`src/fsto_debounce.sv`:
```
// package of shared constants and types, and the single-input debounce filter
package fsto_pkg;

  // ==========================================================
  // timing
  localparam int CLK_PERIOD_NS = 10;
  localparam int MS_IN_NS = 1000000;
  localparam int CYC_PER_MS = MS_IN_NS / CLK_PERIOD_NS;
  localparam int MS_CNT_W = 17;
  localparam int TIME_W = 16;
  localparam int UPSTREAM_ON_TEST_MS = 1;
  localparam int UPSTREAM_OFF_TEST_MS = 4;

  // ==========================================================
  // register offsets (byte addresses)
  localparam logic [7:0] OFS_STATUS = 8'h00;
  localparam logic [7:0] OFS_CTRL = 8'h04;
  localparam logic [7:0] OFS_DISC_TIME = 8'h08;
  localparam logic [7:0] OFS_SAFE_DEB = 8'h0C;
  localparam logic [7:0] OFS_STD_DEB = 8'h10;
  localparam logic [7:0] OFS_IRQ_STAT = 8'h14;
  localparam logic [7:0] OFS_IRQ_MASK = 8'h18;
  localparam logic [7:0] OFS_FAULT = 8'h1C;
  localparam logic [7:0] OFS_TOG_LIMIT = 8'h20;

  // ==========================================================
  // field positions
  localparam int ST_SELECTED_BIT = 0;
  localparam int ST_ACTIVE_BIT = 1;
  localparam int ST_TEST_DUE_BIT = 31;
  localparam int CTRL_CLEAR_BIT = 8;
  localparam int IRQ_DISC_BIT = 0;
  localparam int IRQ_TOG_BIT = 1;
  localparam int IRQ_SEL_BIT = 2;
  localparam int IRQ_W = 3;
  localparam int FLT_DISC_BIT = 0;
  localparam int FLT_TOG_BIT = 1;
  localparam int FLT_CH_A_BIT = 4;
  localparam int FLT_CH_B_BIT = 5;
  localparam int STD_N = 4;

  // ==========================================================
  // reset values and the fixed toggle window length
  localparam logic [15:0] DISC_TIME_RST = 16'h01F4;
  localparam logic [15:0] SAFE_DEB_RST = 16'h0001;
  localparam logic [15:0] STD_DEB_RST = 16'h0003;
  localparam logic [7:0] TOG_LIMIT_RST = 8'h10;
  localparam logic [15:0] TOG_WINDOW_MS = 16'h03E8;

  // ==========================================================
  // types
  typedef enum logic [1:0] {
    SRC_TERMINALS = 2'h0,
    SRC_FIELDBUS = 2'h1,
    SRC_COMBINED = 2'h3
  } fsto_src_t;

  typedef struct packed {
    logic level;
    logic [MS_CNT_W-1:0] sub;
    logic [TIME_W-1:0] ms;
  } fsto_deb_t;

  typedef struct packed {
    logic [1:0] a;
    logic [1:0] b;
    logic [1:0] gate_off;
    logic [1:0] test_due;
    logic [STD_N-1:0] std1;
    logic [STD_N-1:0] std2;
  } fsto_sync_t;

  typedef struct packed {
    fsto_sync_t sync;
    fsto_src_t mode;
    logic [TIME_W-1:0] disc_time;
    logic [TIME_W-1:0] safe_deb;
    logic [TIME_W-1:0] std_deb;
    logic [7:0] tog_limit;
    logic [IRQ_W-1:0] irq_stat;
    logic [IRQ_W-1:0] irq_mask;
    logic disc_fault;
    logic tog_fault;
    logic [MS_CNT_W-1:0] pre;
    logic [MS_CNT_W-1:0] disc_sub;
    logic [TIME_W-1:0] disc_ms;
    logic [TIME_W-1:0] win_ms;
    logic [7:0] tog_cnt;
    logic prev_a;
    logic prev_b;
    logic selected;
    logic active;
    logic gate_en;
    logic test_due;
    logic irq;
    logic [31:0] rdata;
  } fsto_state_t;

endpackage

`timescale 1ns/1ps
`default_nettype none

module fsto_debounce #(
  parameter int CYC_PER_MS = fsto_pkg::CYC_PER_MS
) (
  input wire logic i_clk,
  input wire logic i_reset,
  input wire logic i_in,
  input wire logic [fsto_pkg::TIME_W-1:0] i_time_ms,
  output logic o_out
);

  fsto_pkg::fsto_deb_t s_q;
  fsto_pkg::fsto_deb_t s_d;

  // ==========================================================
  // the output follows only after the input has held i_time_ms full milliseconds
  always_comb begin
    s_d = s_q;
    if (i_in == s_q.level) begin
      s_d.sub = '0;
      s_d.ms = '0;
    end else if (i_time_ms == '0 ||
                 // a setting lowered in mid-count still ends the count
                 (s_q.ms >= i_time_ms - 16'h0001 &&
                  s_q.sub == fsto_pkg::MS_CNT_W'(CYC_PER_MS - 1))) begin
      s_d.level = i_in;
      s_d.sub = '0;
      s_d.ms = '0;
    end else if (s_q.sub == fsto_pkg::MS_CNT_W'(CYC_PER_MS - 1)) begin
      s_d.sub = '0;
      s_d.ms = s_q.ms + 16'h0001;
    end else begin
      s_d.sub = s_q.sub + 17'h00001;
    end
  end

  always_ff @(posedge i_clk or posedge i_reset) begin
    if (i_reset) begin
      s_q <= '0;
    end else begin
      s_q <= s_d;
    end
  end

  assign o_out = s_q.level;

endmodule

`default_nettype wire

```
`src/fsto_core.sv`:
```
// fail-safe input pair evaluation: discrepancy, debounce, toggle watch, torque cutoff status
// How it works
// - compare both channels continuously for discrepancy
// - tolerate discrepancy up to programmable time
// - persisting discrepancy beyond tolerance raises fault
// - with terminals in use, any channel falling selects cutoff immediately (here only after the two-stage synchroniser and the safety debounce time)
// - debounce channels, drop pulses shorter than setting
// - debounce adds exactly its time to response
// - too many changes per interval raises fault
// - status bit 0 shows cutoff selected
// - status bit 1 shows cutoff really active
// - status bit 31 shows test stop due
// - standard and safety debounce settings independent
// - control source: terminals, fieldbus, or combined
// - while active, no torque energy to motor
`timescale 1ns/1ps
`default_nettype none

module fsto_core #(
  parameter int CYC_PER_MS = fsto_pkg::CYC_PER_MS
) (
  input wire logic i_clk,
  input wire logic i_reset,
  input wire logic i_ch_a,
  input wire logic i_ch_b,
  input wire logic i_bus_cutoff,
  input wire logic i_gate_off,
  input wire logic i_test_stop_due,
  input wire logic [fsto_pkg::STD_N-1:0] i_std_in,
  input wire logic [7:0] i_addr,
  input wire logic [31:0] i_wdata,
  input wire logic i_wr,
  input wire logic i_rd,
  output logic [31:0] o_rdata,
  output logic o_irq,
  output logic o_cutoff_selected,
  output logic o_cutoff_active,
  output logic o_gate_enable,
  output logic o_test_stop_due,
  output logic [fsto_pkg::STD_N-1:0] o_std_in
);

  fsto_pkg::fsto_state_t s_q;
  fsto_pkg::fsto_state_t s_d;

  logic filt_a;
  logic filt_b;
  logic [fsto_pkg::STD_N-1:0] std_filt;

  // ==========================================================
  // helpers
  // last cycle of a millisecond for a sub-millisecond count
  function automatic logic ms_last(input logic [fsto_pkg::MS_CNT_W-1:0] cnt);
    return cnt == fsto_pkg::MS_CNT_W'(CYC_PER_MS - 1);
  endfunction

  // rising edge of a latched condition, for the sticky event bits
  function automatic logic went_high(input logic was, input logic cur);
    return cur && !was;
  endfunction

  // change count that stops at its top value instead of wrapping
  function automatic logic [7:0] sat_inc(input logic [7:0] cnt);
    return (cnt == 8'hFF) ? cnt : cnt + 8'h01;
  endfunction

  // ==========================================================
  // safety channel filters, using the safety debounce time only
  // both share one setting, so A and B see an equal delay
  fsto_debounce #(
    .CYC_PER_MS(CYC_PER_MS)
  ) u_deb_a (
    .i_clk(i_clk),
    .i_reset(i_reset),
    .i_in(s_q.sync.a[1]),
    .i_time_ms(s_q.safe_deb),
    .o_out(filt_a)
  );

  fsto_debounce #(
    .CYC_PER_MS(CYC_PER_MS)
  ) u_deb_b (
    .i_clk(i_clk),
    .i_reset(i_reset),
    .i_in(s_q.sync.b[1]),
    .i_time_ms(s_q.safe_deb),
    .o_out(filt_b)
  );

  // ==========================================================
  // standard inputs, filtered by their own setting
  // their setting never reaches the safety filters, nor the reverse
  for (genvar g = 0; g < fsto_pkg::STD_N; g++) begin : g_std
    fsto_debounce #(
      .CYC_PER_MS(CYC_PER_MS)
    ) u_deb_std (
      .i_clk(i_clk),
      .i_reset(i_reset),
      .i_in(s_q.sync.std2[g]),
      .i_time_ms(s_q.std_deb),
      .o_out(std_filt[g])
    );
  end

  // ==========================================================
  // next-state logic
  logic ms_tick;
  logic disagree;
  logic changed;
  logic term_sel;
  logic src_sel;
  logic clear_req;
  logic disc_hit;
  logic tog_hit;
  logic rd_stat;
  logic [31:0] rd_val;

  always_comb begin
    s_d = s_q;
    ms_tick = 1'b0;
    disagree = 1'b0;
    changed = 1'b0;
    term_sel = 1'b0;
    src_sel = 1'b0;
    clear_req = 1'b0;
    disc_hit = 1'b0;
    tog_hit = 1'b0;
    rd_stat = 1'b0;
    rd_val = 32'h00000000;

    // two-stage synchronisers for every pin except i_bus_cutoff and the register port
    // the first flop of a pair feeds nothing but the second
    s_d.sync.a = {s_q.sync.a[0], i_ch_a};
    s_d.sync.b = {s_q.sync.b[0], i_ch_b};
    s_d.sync.gate_off = {s_q.sync.gate_off[0], i_gate_off};
    s_d.sync.test_due = {s_q.sync.test_due[0], i_test_stop_due};
    s_d.sync.std1 = i_std_in;
    s_d.sync.std2 = s_q.sync.std1;

    // millisecond prescaler for the toggle window
    if (ms_last(s_q.pre)) begin
      s_d.pre = '0;
      ms_tick = 1'b1;
    end else begin
      s_d.pre = s_q.pre + 17'h00001;
    end

    // discrepancy timer, one unbroken interval only
    disagree = filt_a ^ filt_b;
    if (!disagree) begin
      s_d.disc_sub = '0;
      s_d.disc_ms = '0;
    end else begin
      // the timer halts at the tolerance, so the fault is reasserted each cycle
      if (s_q.disc_ms >= s_q.disc_time) begin
        disc_hit = 1'b1;
      end else if (ms_last(s_q.disc_sub)) begin
        s_d.disc_sub = '0;
        s_d.disc_ms = s_q.disc_ms + 16'h0001;
      end else begin
        s_d.disc_sub = s_q.disc_sub + 17'h00001;
      end
    end

    // change counter over a fixed monitoring window
    // the window runs freely from reset, not from the first change
    s_d.prev_a = filt_a;
    s_d.prev_b = filt_b;
    changed = (filt_a != s_q.prev_a) || (filt_b != s_q.prev_b);
    if (ms_tick && s_q.win_ms == fsto_pkg::TOG_WINDOW_MS - 16'h0001) begin
      s_d.win_ms = '0;
      s_d.tog_cnt = '0;
    end else begin
      if (ms_tick) begin
        s_d.win_ms = s_q.win_ms + 16'h0001;
      end
      if (changed) begin
        s_d.tog_cnt = sat_inc(s_q.tog_cnt);
      end
    end
    tog_hit = (s_q.tog_cnt > s_q.tog_limit);

    // register writes
    if (i_wr) begin
      case (i_addr)
        fsto_pkg::OFS_CTRL: begin
          s_d.mode = fsto_pkg::fsto_src_t'(i_wdata[1:0]);
          clear_req = i_wdata[fsto_pkg::CTRL_CLEAR_BIT];
        end
        fsto_pkg::OFS_DISC_TIME: begin
          s_d.disc_time = i_wdata[15:0];
        end
        fsto_pkg::OFS_SAFE_DEB: begin
          s_d.safe_deb = i_wdata[15:0];
        end
        fsto_pkg::OFS_STD_DEB: begin
          s_d.std_deb = i_wdata[15:0];
        end
        fsto_pkg::OFS_IRQ_MASK: begin
          s_d.irq_mask = i_wdata[fsto_pkg::IRQ_W-1:0];
        end
        fsto_pkg::OFS_TOG_LIMIT: begin
          s_d.tog_limit = i_wdata[7:0];
        end
        default: begin
          // read-only and unmapped offsets fall through and are lost
        end
      endcase
    end

    // faults latch; a clear of the discrepancy fault only succeeds once the cause has gone
    if (clear_req) begin
      s_d.disc_fault = 1'b0;
      s_d.tog_fault = 1'b0;
      s_d.tog_cnt = '0;
    end
    if (disc_hit) begin
      s_d.disc_fault = 1'b1;
    end
    // the clear also empties the change count, so here the clear wins;
    // a set winning would re-latch from a count that is already gone
    if (tog_hit && !clear_req) begin
      s_d.tog_fault = 1'b1;
    end

    // torque cutoff selection by control source
    term_sel = !(filt_a && filt_b);
    // code 2 is no defined source and behaves as terminals only
    case (s_q.mode)
      fsto_pkg::SRC_FIELDBUS: begin
        src_sel = i_bus_cutoff;
      end
      fsto_pkg::SRC_COMBINED: begin
        src_sel = term_sel || i_bus_cutoff;
      end
      default: begin
        src_sel = term_sel;
      end
    endcase
    // faults force the cutoff in every source mode
    s_d.selected = src_sel || s_d.disc_fault || s_d.tog_fault;
    s_d.gate_en = !s_d.selected;
    // active also needs the power stage's own off feedback
    s_d.active = s_q.selected && !s_q.gate_en && s_q.sync.gate_off[1];
    s_d.test_due = s_q.sync.test_due[1];

    // register reads, data one cycle after the strobe
    case (i_addr)
      fsto_pkg::OFS_STATUS: begin
        rd_val[fsto_pkg::ST_SELECTED_BIT] = s_q.selected;
        rd_val[fsto_pkg::ST_ACTIVE_BIT] = s_q.active;
        rd_val[fsto_pkg::ST_TEST_DUE_BIT] = s_q.test_due;
      end
      fsto_pkg::OFS_CTRL: begin
        rd_val[1:0] = s_q.mode;
      end
      fsto_pkg::OFS_DISC_TIME: begin
        rd_val[15:0] = s_q.disc_time;
      end
      fsto_pkg::OFS_SAFE_DEB: begin
        rd_val[15:0] = s_q.safe_deb;
      end
      fsto_pkg::OFS_STD_DEB: begin
        rd_val[15:0] = s_q.std_deb;
      end
      fsto_pkg::OFS_IRQ_STAT: begin
        rd_val[fsto_pkg::IRQ_W-1:0] = s_q.irq_stat;
        // a read of the event bits is also their clear
        rd_stat = i_rd;
      end
      fsto_pkg::OFS_IRQ_MASK: begin
        rd_val[fsto_pkg::IRQ_W-1:0] = s_q.irq_mask;
      end
      fsto_pkg::OFS_FAULT: begin
        rd_val[fsto_pkg::FLT_DISC_BIT] = s_q.disc_fault;
        rd_val[fsto_pkg::FLT_TOG_BIT] = s_q.tog_fault;
        rd_val[fsto_pkg::FLT_CH_A_BIT] = filt_a;
        rd_val[fsto_pkg::FLT_CH_B_BIT] = filt_b;
      end
      fsto_pkg::OFS_TOG_LIMIT: begin
        rd_val[7:0] = s_q.tog_limit;
      end
      default: begin
        rd_val = 32'h00000000;
      end
    endcase
    s_d.rdata = i_rd ? rd_val : 32'h00000000;

    // sticky events, a read clears them but a new event wins
    if (rd_stat) begin
      s_d.irq_stat = '0;
    end
    if (went_high(s_q.disc_fault, s_d.disc_fault)) begin
      s_d.irq_stat[fsto_pkg::IRQ_DISC_BIT] = 1'b1;
    end
    if (went_high(s_q.tog_fault, s_d.tog_fault)) begin
      s_d.irq_stat[fsto_pkg::IRQ_TOG_BIT] = 1'b1;
    end
    if (went_high(s_q.selected, s_d.selected)) begin
      s_d.irq_stat[fsto_pkg::IRQ_SEL_BIT] = 1'b1;
    end
    // the mask gates only the line; the status bits still record
    s_d.irq = |(s_d.irq_stat & s_d.irq_mask);
  end

  // ==========================================================
  // state register
  // settings come up at their defaults and the cutoff comes up selected
  always_ff @(posedge i_clk or posedge i_reset) begin
    if (i_reset) begin
      s_q <= '0;
      s_q.mode <= fsto_pkg::SRC_TERMINALS;
      s_q.disc_time <= fsto_pkg::DISC_TIME_RST;
      s_q.safe_deb <= fsto_pkg::SAFE_DEB_RST;
      s_q.std_deb <= fsto_pkg::STD_DEB_RST;
      s_q.tog_limit <= fsto_pkg::TOG_LIMIT_RST;
      s_q.selected <= 1'b1;
    end else begin
      s_q <= s_d;
    end
  end

  // ==========================================================
  // outputs
  // every output is a flop of the state or of a filter
  assign o_rdata = s_q.rdata;
  assign o_irq = s_q.irq;
  assign o_cutoff_selected = s_q.selected;
  assign o_cutoff_active = s_q.active;
  assign o_gate_enable = s_q.gate_en;
  assign o_test_stop_due = s_q.test_due;
  assign o_std_in = std_filt;

endmodule

`default_nettype wire

```
`config.mk`:
```
export PLATFORM = sky130hd
export DESIGN_NAME = fsto_core
export DESIGN_NICKNAME = d
export VERILOG_FILES = /design/src/fsto_debounce.sv /design/src/fsto_core.sv
export SDC_FILE = /design/constraint.sdc
export NUM_CORES = 1
export LEC_CHECK = 0
export ABC_AREA = 1
export BUFFER_PORTS_ARGS = -buffer_cell sky130_fd_sc_hd__buf_2
export CORE_MARGIN = 2
export CORE_UTILIZATION = 33
export CTS_BUF_LIST = sky130_fd_sc_hd__clkbuf_2 sky130_fd_sc_hd__clkbuf_4 sky130_fd_sc_hd__clkbuf_8
export DETAILED_ROUTE_END_ITERATION = 10
export GPL_ROUTABILITY_DRIVEN = 0
export PLACE_DENSITY_LB_ADDON = 0.25
export SYNTH_ARGS = -nofsm -noshare
export SYNTH_HDL_FRONTEND = slang
export SYNTH_SLANG_ARGS = --single-unit
export TNS_END_PERCENT = 10
```
`constraint.sdc`:
```
create_clock -name i_clk -period 18.1 [get_ports i_clk]
set_input_delay 3.62 -clock i_clk [delete_from_list [all_inputs] [get_ports i_clk]]
set_output_delay 3.62 -clock i_clk [all_outputs]
set_load 0.01 [all_outputs]
```
## Word-level counts from Yosys, hierarchy flattened

Cells that the tools add are included.

| storage, ports and cells | value |
|---|---|
| bits in registers | 399 |
| input bits | 53 |

| cells by class | value |
|---|---|
| $add $sub $neg | 19 |
| equal/unequal tests | 31 |
| bitwise logic cells | 8 |
| order comparisons | 8 |
| reduce and logical (&&, ||, !) cells | 56 |
| muxes and demuxes | 58 |

Operators with widths:

| operator | count |
|---|---|
| 33-bit 2-to-1 mux | 14 |
| 17-bit by 1-bit adder with 17-bit output, second input constant | 8 |
| 17-bit equality test, second input constant | 8 |
| 17-bit 2-to-1 mux | 8 |
| 16-bit by 1-bit adder with 16-bit output, second input constant | 8 |
| 16-bit 2-to-1 mux | 8 |
| 16-bit >= comparator | 7 |
| 8-bit by 5-bit equality test with 1-bit output, second input constant | 4 |
| 16-bit logical NOT | 2 |
| 32-bit 2-to-1 mux | 1 |
| 16-bit by 1-bit subtractor with 16-bit output, second input constant | 2 |
| 2-bit AND reduction | 13 |
| 24-bit 2-to-1 mux | 1 |
| 8-bit 2-to-1 mux | 3 |
| 8-bit one-hot mux with 3 select lines | 1 |
| 3-bit nonzero test | 7 |
| 2-bit one-hot mux with 9 select lines | 1 |
| 16-bit by 10-bit equality test with 1-bit output, second input constant | 1 |
| 8-bit by 4-bit equality test with 1-bit output, second input constant | 2 |
| 1-bit logical AND | 14 |
| 1-bit 2-to-1 mux | 12 |
| 1-bit logical OR | 10 |
| 2-bit one-hot mux with 5 select lines | 1 |
| 3-bit 2-to-1 mux | 3 |
| 24 further kinds | 41 |

## Depth between registers and ports, before layout

Gate-level depths: netlist of the first run.

| depth | value |
|---|---|
| depth after elaboration | 11 |
| gate-level depth with buffers | 22 |

## Hierarchy

Synthesis of the first run repeated with hierarchy kept, for this count alone.

| second synthesis, totals | value |
|---|---|
| cells, all modules | 3490 |
| area total of the unflattened synthesis | 26243.9 um2 |

By module, submodules not included:

| module | seq. area each (um2) | times used | cells each | area each (um2) |
|---|---|---|---|---|
| fsto_debounce at g_std[1].u_deb_std ... | 850.8 | 4 | 404 | 2821.5 |
| fsto_core | 4518.1 | 1 | 1070 | 9321.4 |
| fsto_debounce at g_std[0].u_deb_std | 850.8 | 1 | 403 | 2836.5 |
| fsto_debounce at u_deb_a | 850.8 | 1 | 401 | 2800.2 |

## Worst setup path after synthesis of the first run

OpenSTA, ideal clock, no wires.

| path | value |
|---|---|
| path kind | input to register |
| start | input i_addr[1] |
| end | register s_q[121] (netlist bit) |
| required time | 17969 ps |
| data arrival time | 4909 ps |
| slack | 13060 ps |
| setup time | 131 ps |
| stages | 9 |
| cell sequence | nor2_1 inv_1 nor3_1 nand4_1 inv_2 nand2_1 clkbuf_1 nand2_1 o21ai_0 |

| on the way | value |
|---|---|
| cells in the longest elaborated chain, start to end | 2 |

Ends and longest elaborated chain:

| element | RTL line | source |
|---|---|---|
| from (decl) | fsto_core.sv:30 | `input wire logic [7:0] i_addr,` |
| 8-bit by 6-bit equality test with 1-bit output | fsto_core.sv:185 | `case (i_addr)` |
| 2-bit AND reduction (no source line) | -- |  |
| to (decl) | fsto_core.sv:43 | `fsto_pkg::fsto_state_t s_q;` |

Every way passes these cells.
A chain may end at the register's enable or synchronous reset.

==> metrics.cfg, run 1 <==
[status]
status = finished clean

[synthesis]
yosys.area.top_type = dfrtp_1
ys_warn_count = 0
synth_edf_count = 0
yosysMostFrequentCell = nand2_1
async_flop_share_pct = 100.0
ys_top_cells_by_area = dfrtp_1 41%, nand2_1 12%, ha_1 7.1%, inv_1 6.6%, nor2_1 5.6%
ys_seq_area_share_pct = 42.57
synthFlopType = dfrtp_1
ys_types = 52
synthTopCellsByCount = 701 x nand2_1, 399 x inv_1, 373 x dfrtp_1
syn_area_um2 = 22610
synth-seq-cells = 384
synth_cells = 2942
synth_top_area_share_pct = 41.29
synth.avg_cell_area_um2 = 7.684

[timing]
final_max_slew_viol_count = 0
fmax_ghz = 0.1839
grt_setup_unrepaired = no
hold_violations = 0
slew_headroom_pct = 32.63
finalSetupTns_ps = 0
skew_ps = 40.30
fin_crit_sh_pct = 30.04
period_needed_ps = 5437
worstMarginPinSlew_ps = 1008
setup-violations-final = 0

[routing]
met3_length_mm = 2.250
wl_met1_mm = 26.49
vias = 18500
avgViaCountPerCell = 4.692
drt_iter0_drc = 1208
routedWlPerCell_um = 13.81
firstDrtPassIters = 5
routed.top_layer = met4
route.antenna.remaining_nets = 0
routed-wl-met2_mm = 24.13
routed_wl_mm = 54.43
drc = 0

[cts]
clkTransAtPathRegs_ps = 60
ctsHoldBuffers = 0
post-cts-setup-buffer-count = 0
cts_tree = done
tritoncts.num_buffers = 73
cts_sinks = 384
htreeDepth = 3
clockBufferDepth = 3
ctsResizeCount = 0
clockRootBuffer = clkbuf_8
clk_latency_ps = 660

[cells_and_area]
final_core_utilization_pct = 37.28
drive_gt1_share_pct = 8.537
multiInputGateArea_um2 = 10980
fillers = 7129
area_growth_pct = 11.35
num-nets-final = 3192
insertedDiodeCount = 0
regArea_um2 = 9623

[floorplanning]
initial_core_util_pct = 33.48
core_area_um2 = 67510
die_w_um = 265.7
fp.dieH_um = 265.7
die-area_um2 = 70610
rows = 95
pin_count = 94

[power_and_ir_drop]
power.switching_mw = 0.8449
comb_power_share_pct = 23.3
ir_worst_vdd_mv = 0.05586
switching_share_pct = 34.72
p_clk_share_pct = 37.4
power.density_nw_per_um2 = 96.69
p_int_mw = 1.589
pwr-share-seq_pct = 39.3
leakage_nw = 12.01

[worst_setup_path]
r2r_slack_ps = 14200
reg2reg_depth = 13
crit_type = input port to asynchronous set/reset pin
crit_fanout = 120
crit_path_end_kind = asynchronous set/reset pin
critPathLaunchType = input port
crit_required_ps = 18740
crit_arrival_ps = 6080

[grt]
grt_pass1_wl_mm = 91.75
grt-ovfl-total = 0
grt_max_degree = 121
antenna_found_initial = 2
track_usage_pct = 15.87
grt_pass1_vias = 17860

[placed_design]
hpwlAfterDp_mm = 38.65
port_buffers = 62

[min_path]
holdPathStages = 0
hold_path_class = flop to flop

[run]
max-cap-violations = 0

==> sequential cells by signal, indices dropped and copies added, names as in the netlist <==
register,cells
g_std.u_deb_std.s_q,132
u_deb_b.o_out,1
u_deb_a.o_out,1
o_rdata,17
o_cutoff_active,1
o_cutoff_selected,1
o_test_stop_due,1
o_gate_enable,1
g_std.u_deb_std.o_out,4
u_deb_a.s_q,33
s_d,9
o_irq,1
u_deb_b.s_q,33
s_q,149
==> per-layer routing <==
layer  track usage [%]  vias to the layer above
li1                  -                     9647
met1             22.03                     8449
met2             25.14                      311
met3             2.791                       89
met4             4.950                        0
met5                 0                        -
==> kinds of logic after synthesis <==
| family | Yosys count | share of synthesized area (%) |
|---|---|---|
| AO/OA/AOI/OAI | 369 | 9.116 |
| XOR/XNOR | 119 | 4.611 |
| adder cells (fa/ha/maj) | 128 | 7.085 |
| buffers and inverters | 497 | 9.116 |
| flip-flops | 384 | 42.57 |
| other | 1 | 0.01659 |
| AND/OR/NAND/NOR | 1444 | 27.49 |
==> cell usage in the layout, fill, tap and decap left out, types with 5 or more instances in the layout <==
cell / count
a211oi_1: 7
a21oi_1: 124
a221oi_1: 9
a31o_2: 5
a31oi_1: 9
buf_2: 62
buf_4: 9
clkbuf_4: 35
clkbuf_8: 88
clkinv_2: 5
conb_1: 15
dfrtp_1: 373
dfstp_2: 11
ha_1: 128
inv_1: 398
inv_2: 7
nand2_1: 701
nand2_2: 7
nand3_1: 162
nand4_1: 59
nor2_1: 336
nor2_2: 9
nor3_1: 106
nor3b_1: 11
nor4_1: 28
o211ai_1: 5
o21a_1: 7
o21ai_0: 148
o21ai_1: 10
o21bai_1: 13
o22ai_1: 15
o31ai_1: 6
xnor2_1: 20
xor2_1: 99
==> layout make-up <==
| type | instances | share of cell area, % |
|---|---|---|
| timing repair buffer | 71 | 1.501 |
| inverter | 406 | 6.084 |
| clock inverter | 10 | 0.3778 |
| sequential | 384 | 38.23 |
| multi-input combinational | 2075 | 43.61 |
| tap | 873 | 4.340 |
| clock buffer | 123 | 5.856 |
==> worst max-delay path: stages <==
cell	delay, ps
buf_2	130
inv_8	570
buf_4	780
buf_4	820
==> final timing paths <==
check | start | end
max | i_reset | u_deb_b.s_q[26]
min in group asynchronous | i_reset | s_d[181]
min reg2reg | s_d[181] | s_q[181]
max in group i_clk | i_addr[1] | s_q[141]
max reg2reg | s_q[129] | g_std[3].u_deb_std.s_q[13]
min | s_d[181] | s_q[181]
==> power by group through the flow <==
| stage | logic (mW) | registers (mW) | clock network, mW |
|---|---|---|---|
| floorplan | 0.430 | 0.961 | 0 |
| global placement | 0.575 | 0.970 | 0 |
| detailed placement | 0.580 | 0.970 | 0 |
| CTS | 0.582 | 0.956 | 0.950 |
| global route | 0.661 | 0.963 | 0.985 |
| finish | 0.567 | 0.956 | 0.911 |
==> metrics by stage <==
step / area (µm²) / cells / total power, mW / hold WS, ps / setup slack [ps]
finish: 25170 / 3942 / 2.434 / 344.7 / 12660
floorplan: 22660 / 2956 / 1.391 / 331.2 / 3827
detailed placement: 23600 / 3809 / 1.550 / 335.6 / 11810
CTS: 25170 / 3942 / 2.489 / 348.4 / 12540
global placement: 23600 / 3809 / 1.545 / 332.1 / 11840
global route: 25170 / 3942 / 2.609 / 349.8 / 12230
Note: power is estimated with default switching activity, not from simulation.
==> run 2: changes to the inputs <==
ABC_AREA = 0   (was 1)
clock period = 5.5 ns   (was 18.1 ns; I/O delays follow)
==> run 2 against run 1 <==
Synthesized cell count down 21%. Die area down 2.5%. Register-to-register slack worse by 13000 ps. Flip-flop and latch count unchanged. Count of clock-buffer cells in the layout down 9. Critical endpoint is now g_std[2].u_deb_std.s_q[15]. Largest cell class unchanged.
==> metrics.cfg, run 2 <==
[worst_setup_path]
crit_path_end_kind = flop
critical-path-top-delay-family = compound AO/OA/AOI/OAI gates
critPathBufInv = 1
cp-startpoint = s_q[129]
crit_arrival_ps = 5250
slowest_stage = xnor2_1
critPathLaunchType = flop
crit_required_ps = 6060
crit_type = flop to flop
cp_cell_sequence = inv_1, ha_1, nor3b_1, nand2_1, nor2_1, xnor2_1, ha_1, and4_1, a221o_1, a211oi_1, o211a_1, nand2_1, o211ai_1
max_stage_delay_ps = 630
r2r_start = s_q[129]
crit_fanout = 20

[synthesis]
syn_area_um2 = 22030
yosysMostFrequentCell = dfrtp_1
synth_edf_count = 0
synth_cells = 2319
synth-compound-area-share_pct = 11.49
synthFlopType = dfrtp_1
synth_adder_area_share_pct = 7.268
ys_top_cells_by_area = dfrtp_1 42%, ha_1 7.3%, nand2_1 4.9%, nor2_1 4.4%, xor2_1 3.7%
synthTopCellsByCount = 373 x dfrtp_1, 290 x nand2_1, 258 x nor2_1
synthSimpleGateAreaFrac_pct = 22.90
ys_types = 83
synth-seq-cells = 384
ys_warn_count = 0
synth.avg_cell_area_um2 = 9.502
ys_seq_area_share_pct = 43.67
synthMuxAreaShare_pct = 3.799
synth_top_family_by_area = simple AND/OR/NAND/NOR gates
synth_top_area_share_pct = 42.36
yosys.area.top_type = dfrtp_1
async_flop_share_pct = 100.0
synthXorXnorAreaFrac_pct = 7.115

[routing]
drc = 0
vias = 17290
route.antenna.remaining_nets = 0
drt_iter0_drc = 1091
avgViaCountPerCell = 5.217
firstDrtPassIters = 5
routedWlPerCell_um = 16.24
routed_wl_mm = 53.83

[timing]
holdWs_ps = 344.6
hold_violations = 0
fmax_ghz = 0.2132
slew_headroom_pct = 20.87
skew_ps = 29.40
period_needed_ps = 4691
setup-violations-final = 0
fin_crit_sh_pct = 85.30
worstMarginPinSlew_ps = 1184
grt_setup_unrepaired = no
finalSetupTns_ps = 0
final_max_slew_viol_count = 0

[floorplanning]
fp.dieH_um = 262.4
initial_core_util_pct = 33.40
pin_count = 94
rows = 94
core_area_um2 = 65980
die-area_um2 = 68860
die_w_um = 262.4

[cts]
clockBufferDepth = 3
tritoncts.num_buffers = 76
ctsHoldBuffers = 0
ctsResizeCount = 0
clkTransAtPathRegs_ps = 60
htreeDepth = 3
clk_latency_ps = 650
cts_tree = done
post-cts-setup-buffer-count = 0
cts_sinks = 384
clockRootBuffer = clkbuf_8

[power_and_ir_drop]
power.density_nw_per_um2 = 323.9
power.total_mw = 8.038
leakage_nw = 11.06
ir_worst_vdd_mv = 0.1692

[cells_and_area]
largest_register_ffs = 149
final_cell_area_um2 = 24820
reg_top3 = s_q: 149 flops, g_std.u_deb_std.s_q: 132 flops
top_register = s_q
area_growth_pct = 12.62
final_common_cell = dfrtp_1
num-nets-final = 2578
final-instance-count-excl-fill = 3314
drive_gt1_share_pct = 13.64
final_cell_mix = 373 x dfrtp_1, 290 x nand2_1, 258 x nor2_1

[min_path]
hold_path_class = flop to flop
hp-start = s_d[188]

[grt]
antenna_found_initial = 3
grt_pass1_vias = 16850
grt-ovfl-total = 0
track_usage_pct = 15.66
grt_max_degree = 164
grt_pass1_wl_mm = 89.15

[placed_design]
port_buffers = 62
place.detailed.instances = 3183
placed_cell_area_um2 = 23130
hpwlAfterDp_mm = 38.02

[run]
max-cap-violations = 0

[status]
status = finished clean

## run 2: changes by cell type in the layout (fill, tap and decap cells not counted), moves of 54 or more
cell     change
a21oi_1     -81
inv_1      -322
mux2_2      +68
nand2_1    -411
nand3_1     -54
nor2_1      -78
nor3_1      -60
o21ai_0     -64
xnor2_1     +65
## run 2: kinds of logic after synthesis
family,Yosys count
flip-flops,384
adder cells (fa/ha/maj),128
other,1
AO/OA/AOI/OAI,358
AND/OR/NAND/NOR,1020
XOR/XNOR,179
buffers and inverters,174
multiplexers,75
## run 2: report_power, final
group          switching [mW]  internal [mW]  total (mW)
registers               0.165           2.98        3.15
logic                    1.18          0.514        1.70
clock network            1.27           1.93        3.20
total                    2.61           5.42        8.04
## run 2: stage by stage
step | utilization [%] | setup WS (ps)
after detailed placement | 35.06 | 837.4
after global placement | 35.06 | 960.0
final | 37.61 | 808.6
after CTS | 37.61 | 778.5
after global routing | 37.61 | 537.3
after floorplan | - | -753.0
## run 2: layout make-up
class | count | area, µm²
clock inverters | 16 | 221.5
clock buffers | 114 | 1463
inverters | 79 | 300.3
fillers | 6549 | 41160
diodes | 1 | 2.502
well taps | 864 | 1081
flip-flops and latches | 384 | 9623
repair buffers | 81 | 478.0
multi-input cells | 1775 | 11650
## run 2: worst register-to-register path, stage by stage (launching register included)
cell      delay, ps
dfstp_2         600
inv_1           170
ha_1            270
nor3b_1         170
nand2_1         260
nor2_1           90
xnor2_1         630
ha_1            380
and4_1          190
a221o_1         350
a211oi_1        470
o211a_1         630
nand2_1         160
o211ai_1        230
## run 2: per-layer routing
metal  up-vias  track usage, %  wire, µm
met5         -               0         0
li1       8424               -         -
met3        74           3.373      2305
met1      8485           21.18     25450
met4         0           4.551      1104
met2       305           25.18     24970
## run 2: worst paths after layout
| path | to | slack [ps] | cells past startpoint |
|---|---|---|---|
| max in group asynchronous | g_std[3].u_deb_std.s_q[6] | 3750 | 3 |
| min reg2reg | s_d[33] | 340 | 0 |
| min | s_d[33] | 340 | 0 |
| min in group asynchronous | u_deb_b.s_q[31] | 470 | 2 |
| max reg2reg | g_std[2].u_deb_std.s_q[15] | 810 | 13 |
| max | g_std[2].u_deb_std.s_q[15] | 810 | 13 |
==> run 3: changes to the inputs <==
CORE_ASPECT_RATIO = 1.75   (was not set)
==> run 3 against run 2 <==
Routed wire length is 3.6% higher. Critical path depth unchanged. Cell count grew 0.33%. Final area shrank 0.61%. Sequential power about the same. Largest cell class unchanged. Highest routed layer is now met5.
==> metrics.cfg, run 3 (synthesis results as in run 2) <==
[grt]
grt_pass1_vias = 17780
track_usage_pct = 16.45
grt-ovfl-total = 0
grt_pass1_wl_mm = 92.03
grt_max_degree = 127
antenna_found_initial = 5

[timing]
fin_crit_sh_pct = 84.08
worstMarginPinSlew_ps = 1189
grt_setup_unrepaired = no
hold_violations = 0
period_needed_ps = 4624
final_max_slew_viol_count = 0
setup-violations-final = 0
skew_ps = 41.76
setup_slack_ps = 875.7
finalSetupTns_ps = 0
fmax_ghz = 0.2163
slew_headroom_pct = 20.59

[cts]
htreeDepth = 2
clockBufferDepth = 3
post-cts-setup-buffer-count = 0
clk_latency_ps = 690
cts_tree = done
clockRootBuffer = clkbuf_8
cts_sinks = 384
tritoncts.num_buffers = 60
clkTransAtPathRegs_ps = 70
ctsHoldBuffers = 0
ctsResizeCount = 0

[worst_setup_path]
reg2reg_depth = 13
r2r_slack_ps = 880
crit_type = flop to flop
crit_arrival_ps = 5230
critPathLaunchType = flop
crit_required_ps = 6110
endpoint = g_std[2].u_deb_std.s_q[15]
crit_fanout = 20
r2r_start = s_q[129]
cp-startpoint = s_q[129]
crit_path_end_kind = flop
rr_endpoint = g_std[2].u_deb_std.s_q[15]

[routing]
firstDrtPassIters = 5
drc = 0
route.antenna.remaining_nets = 0
avgViaCountPerCell = 5.199
vias = 17290
routedWlPerCell_um = 16.77
drt_iter0_drc = 792
routed_wl_mm = 55.75

[cells_and_area]
final_cell_mix = 373 x dfrtp_1, 290 x nand2_1, 258 x nor2_1
num-nets-final = 2562
largest_register_ffs = 149
reg_top3 = s_q: 149 flops, g_std.u_deb_std.s_q: 132 flops
fillers = 6640
final_common_cell = dfrtp_1
top_register = s_q
area_growth_pct = 11.94
final_cell_area_um2 = 24660
drive_gt1_share_pct = 13.07

[power_and_ir_drop]
ir_worst_vdd_mv = 0.2402
power.total_mw = 7.787
leakage_nw = 10.95
power.density_nw_per_um2 = 315.7

[placed_design]
port_buffers = 62
post-place-ws_ps = 891.9
hpwlAfterDp_mm = 40.80
placed_cell_area_um2 = 23170

[floorplanning]
die_w_um = 199.3
die-area_um2 = 68940
rows = 125
core_area_um2 = 66160
fp.dieH_um = 345.8
initial_core_util_pct = 33.31
pin_count = 94

[status]
status = finished clean

[min_path]
hold_path_class = flop to flop
hp-start = s_d[33]

[run]
max-cap-violations = 0

run 3: changes by cell type in the layout (fill, tap and decap cells not counted):
cell,before,now
clkinv_8,0,1
clkinv_4,0,2
diode_2,1,3
clkbuf_4,17,14
bufinv_16,5,8
buf_12,2,3
inv_6,2,0
buf_4,17,16
inv_8,1,2
clkinv_2,7,11
clkbuf_8,97,73
clkinvlp_4,2,4
run 3: how the worst min path moves through the flow:
stage                                 end  slack, ps  cells past startpoint
after floorplan           o_test_stop_due        330                      0
after global placement    o_test_stop_due        340                      0
after detailed placement  o_test_stop_due        340                      0
after CTS                 o_test_stop_due        350                      0
after global routing      o_test_stop_due        340                      0
final                     o_test_stop_due        350                      0
run 3: stage by stage:
| stage | hold WS (ps) | instances | utilization [%] |
|---|---|---|---|
| final | 345.5 | 3325 | 37.28 |
| after global routing | 344.6 | 3323 | 37.27 |
| after CTS | 345.3 | 3322 | 37.27 |
| after detailed placement | 338.7 | 3208 | 35.03 |
| after global placement | 335.2 | 3208 | 35.03 |
| after floorplan | 331.2 | 2333 | - |
run 3: layout make-up:
class | instances | area [µm²] | area share [%]
repair buffers | 81 | 490.5 | 1.989
inverters | 79 | 300.3 | 1.217
clock inverters | 27 | 374.1 | 1.517
multi-input cells | 1775 | 11650 | 47.22
well taps | 889 | 1112 | 4.510
clock buffers | 87 | 1110 | 4.500
flip-flops and latches | 384 | 9623 | 39.01
diodes | 3 | 7.507 | 0.03044
run 3: layer usage:
layer | track usage, % | share of wire, % | vias to the layer above
met5 | 0 | 0.023 | -
met4 | 7.725 | 4.6 | 2
met3 | 2.194 | 3.9 | 117
met2 | 29.88 | 52 | 322
met1 | 18.81 | 40 | 8447
li1 | - | - | 8400
run 3: report_power, final:
group | total (mW) | switching [mW] | internal (mW)
logic | 1.71 | 1.20 | 0.509
registers | 3.13 | 0.157 | 2.98
clock network | 2.95 | 1.25 | 1.69
run 3: worst max-delay path: stages (launching register included):
cell and delay, ps:
dfstp_2 600, inv_1 190, ha_1 290, nor3b_1 170, nand2_1 250, nor2_1 90
xnor2_1 440, ha_1 330, and4_1 210, a221o_1 350, a211oi_1 580, o211a_1 680
o2111ai_1 210, o211ai_1 140
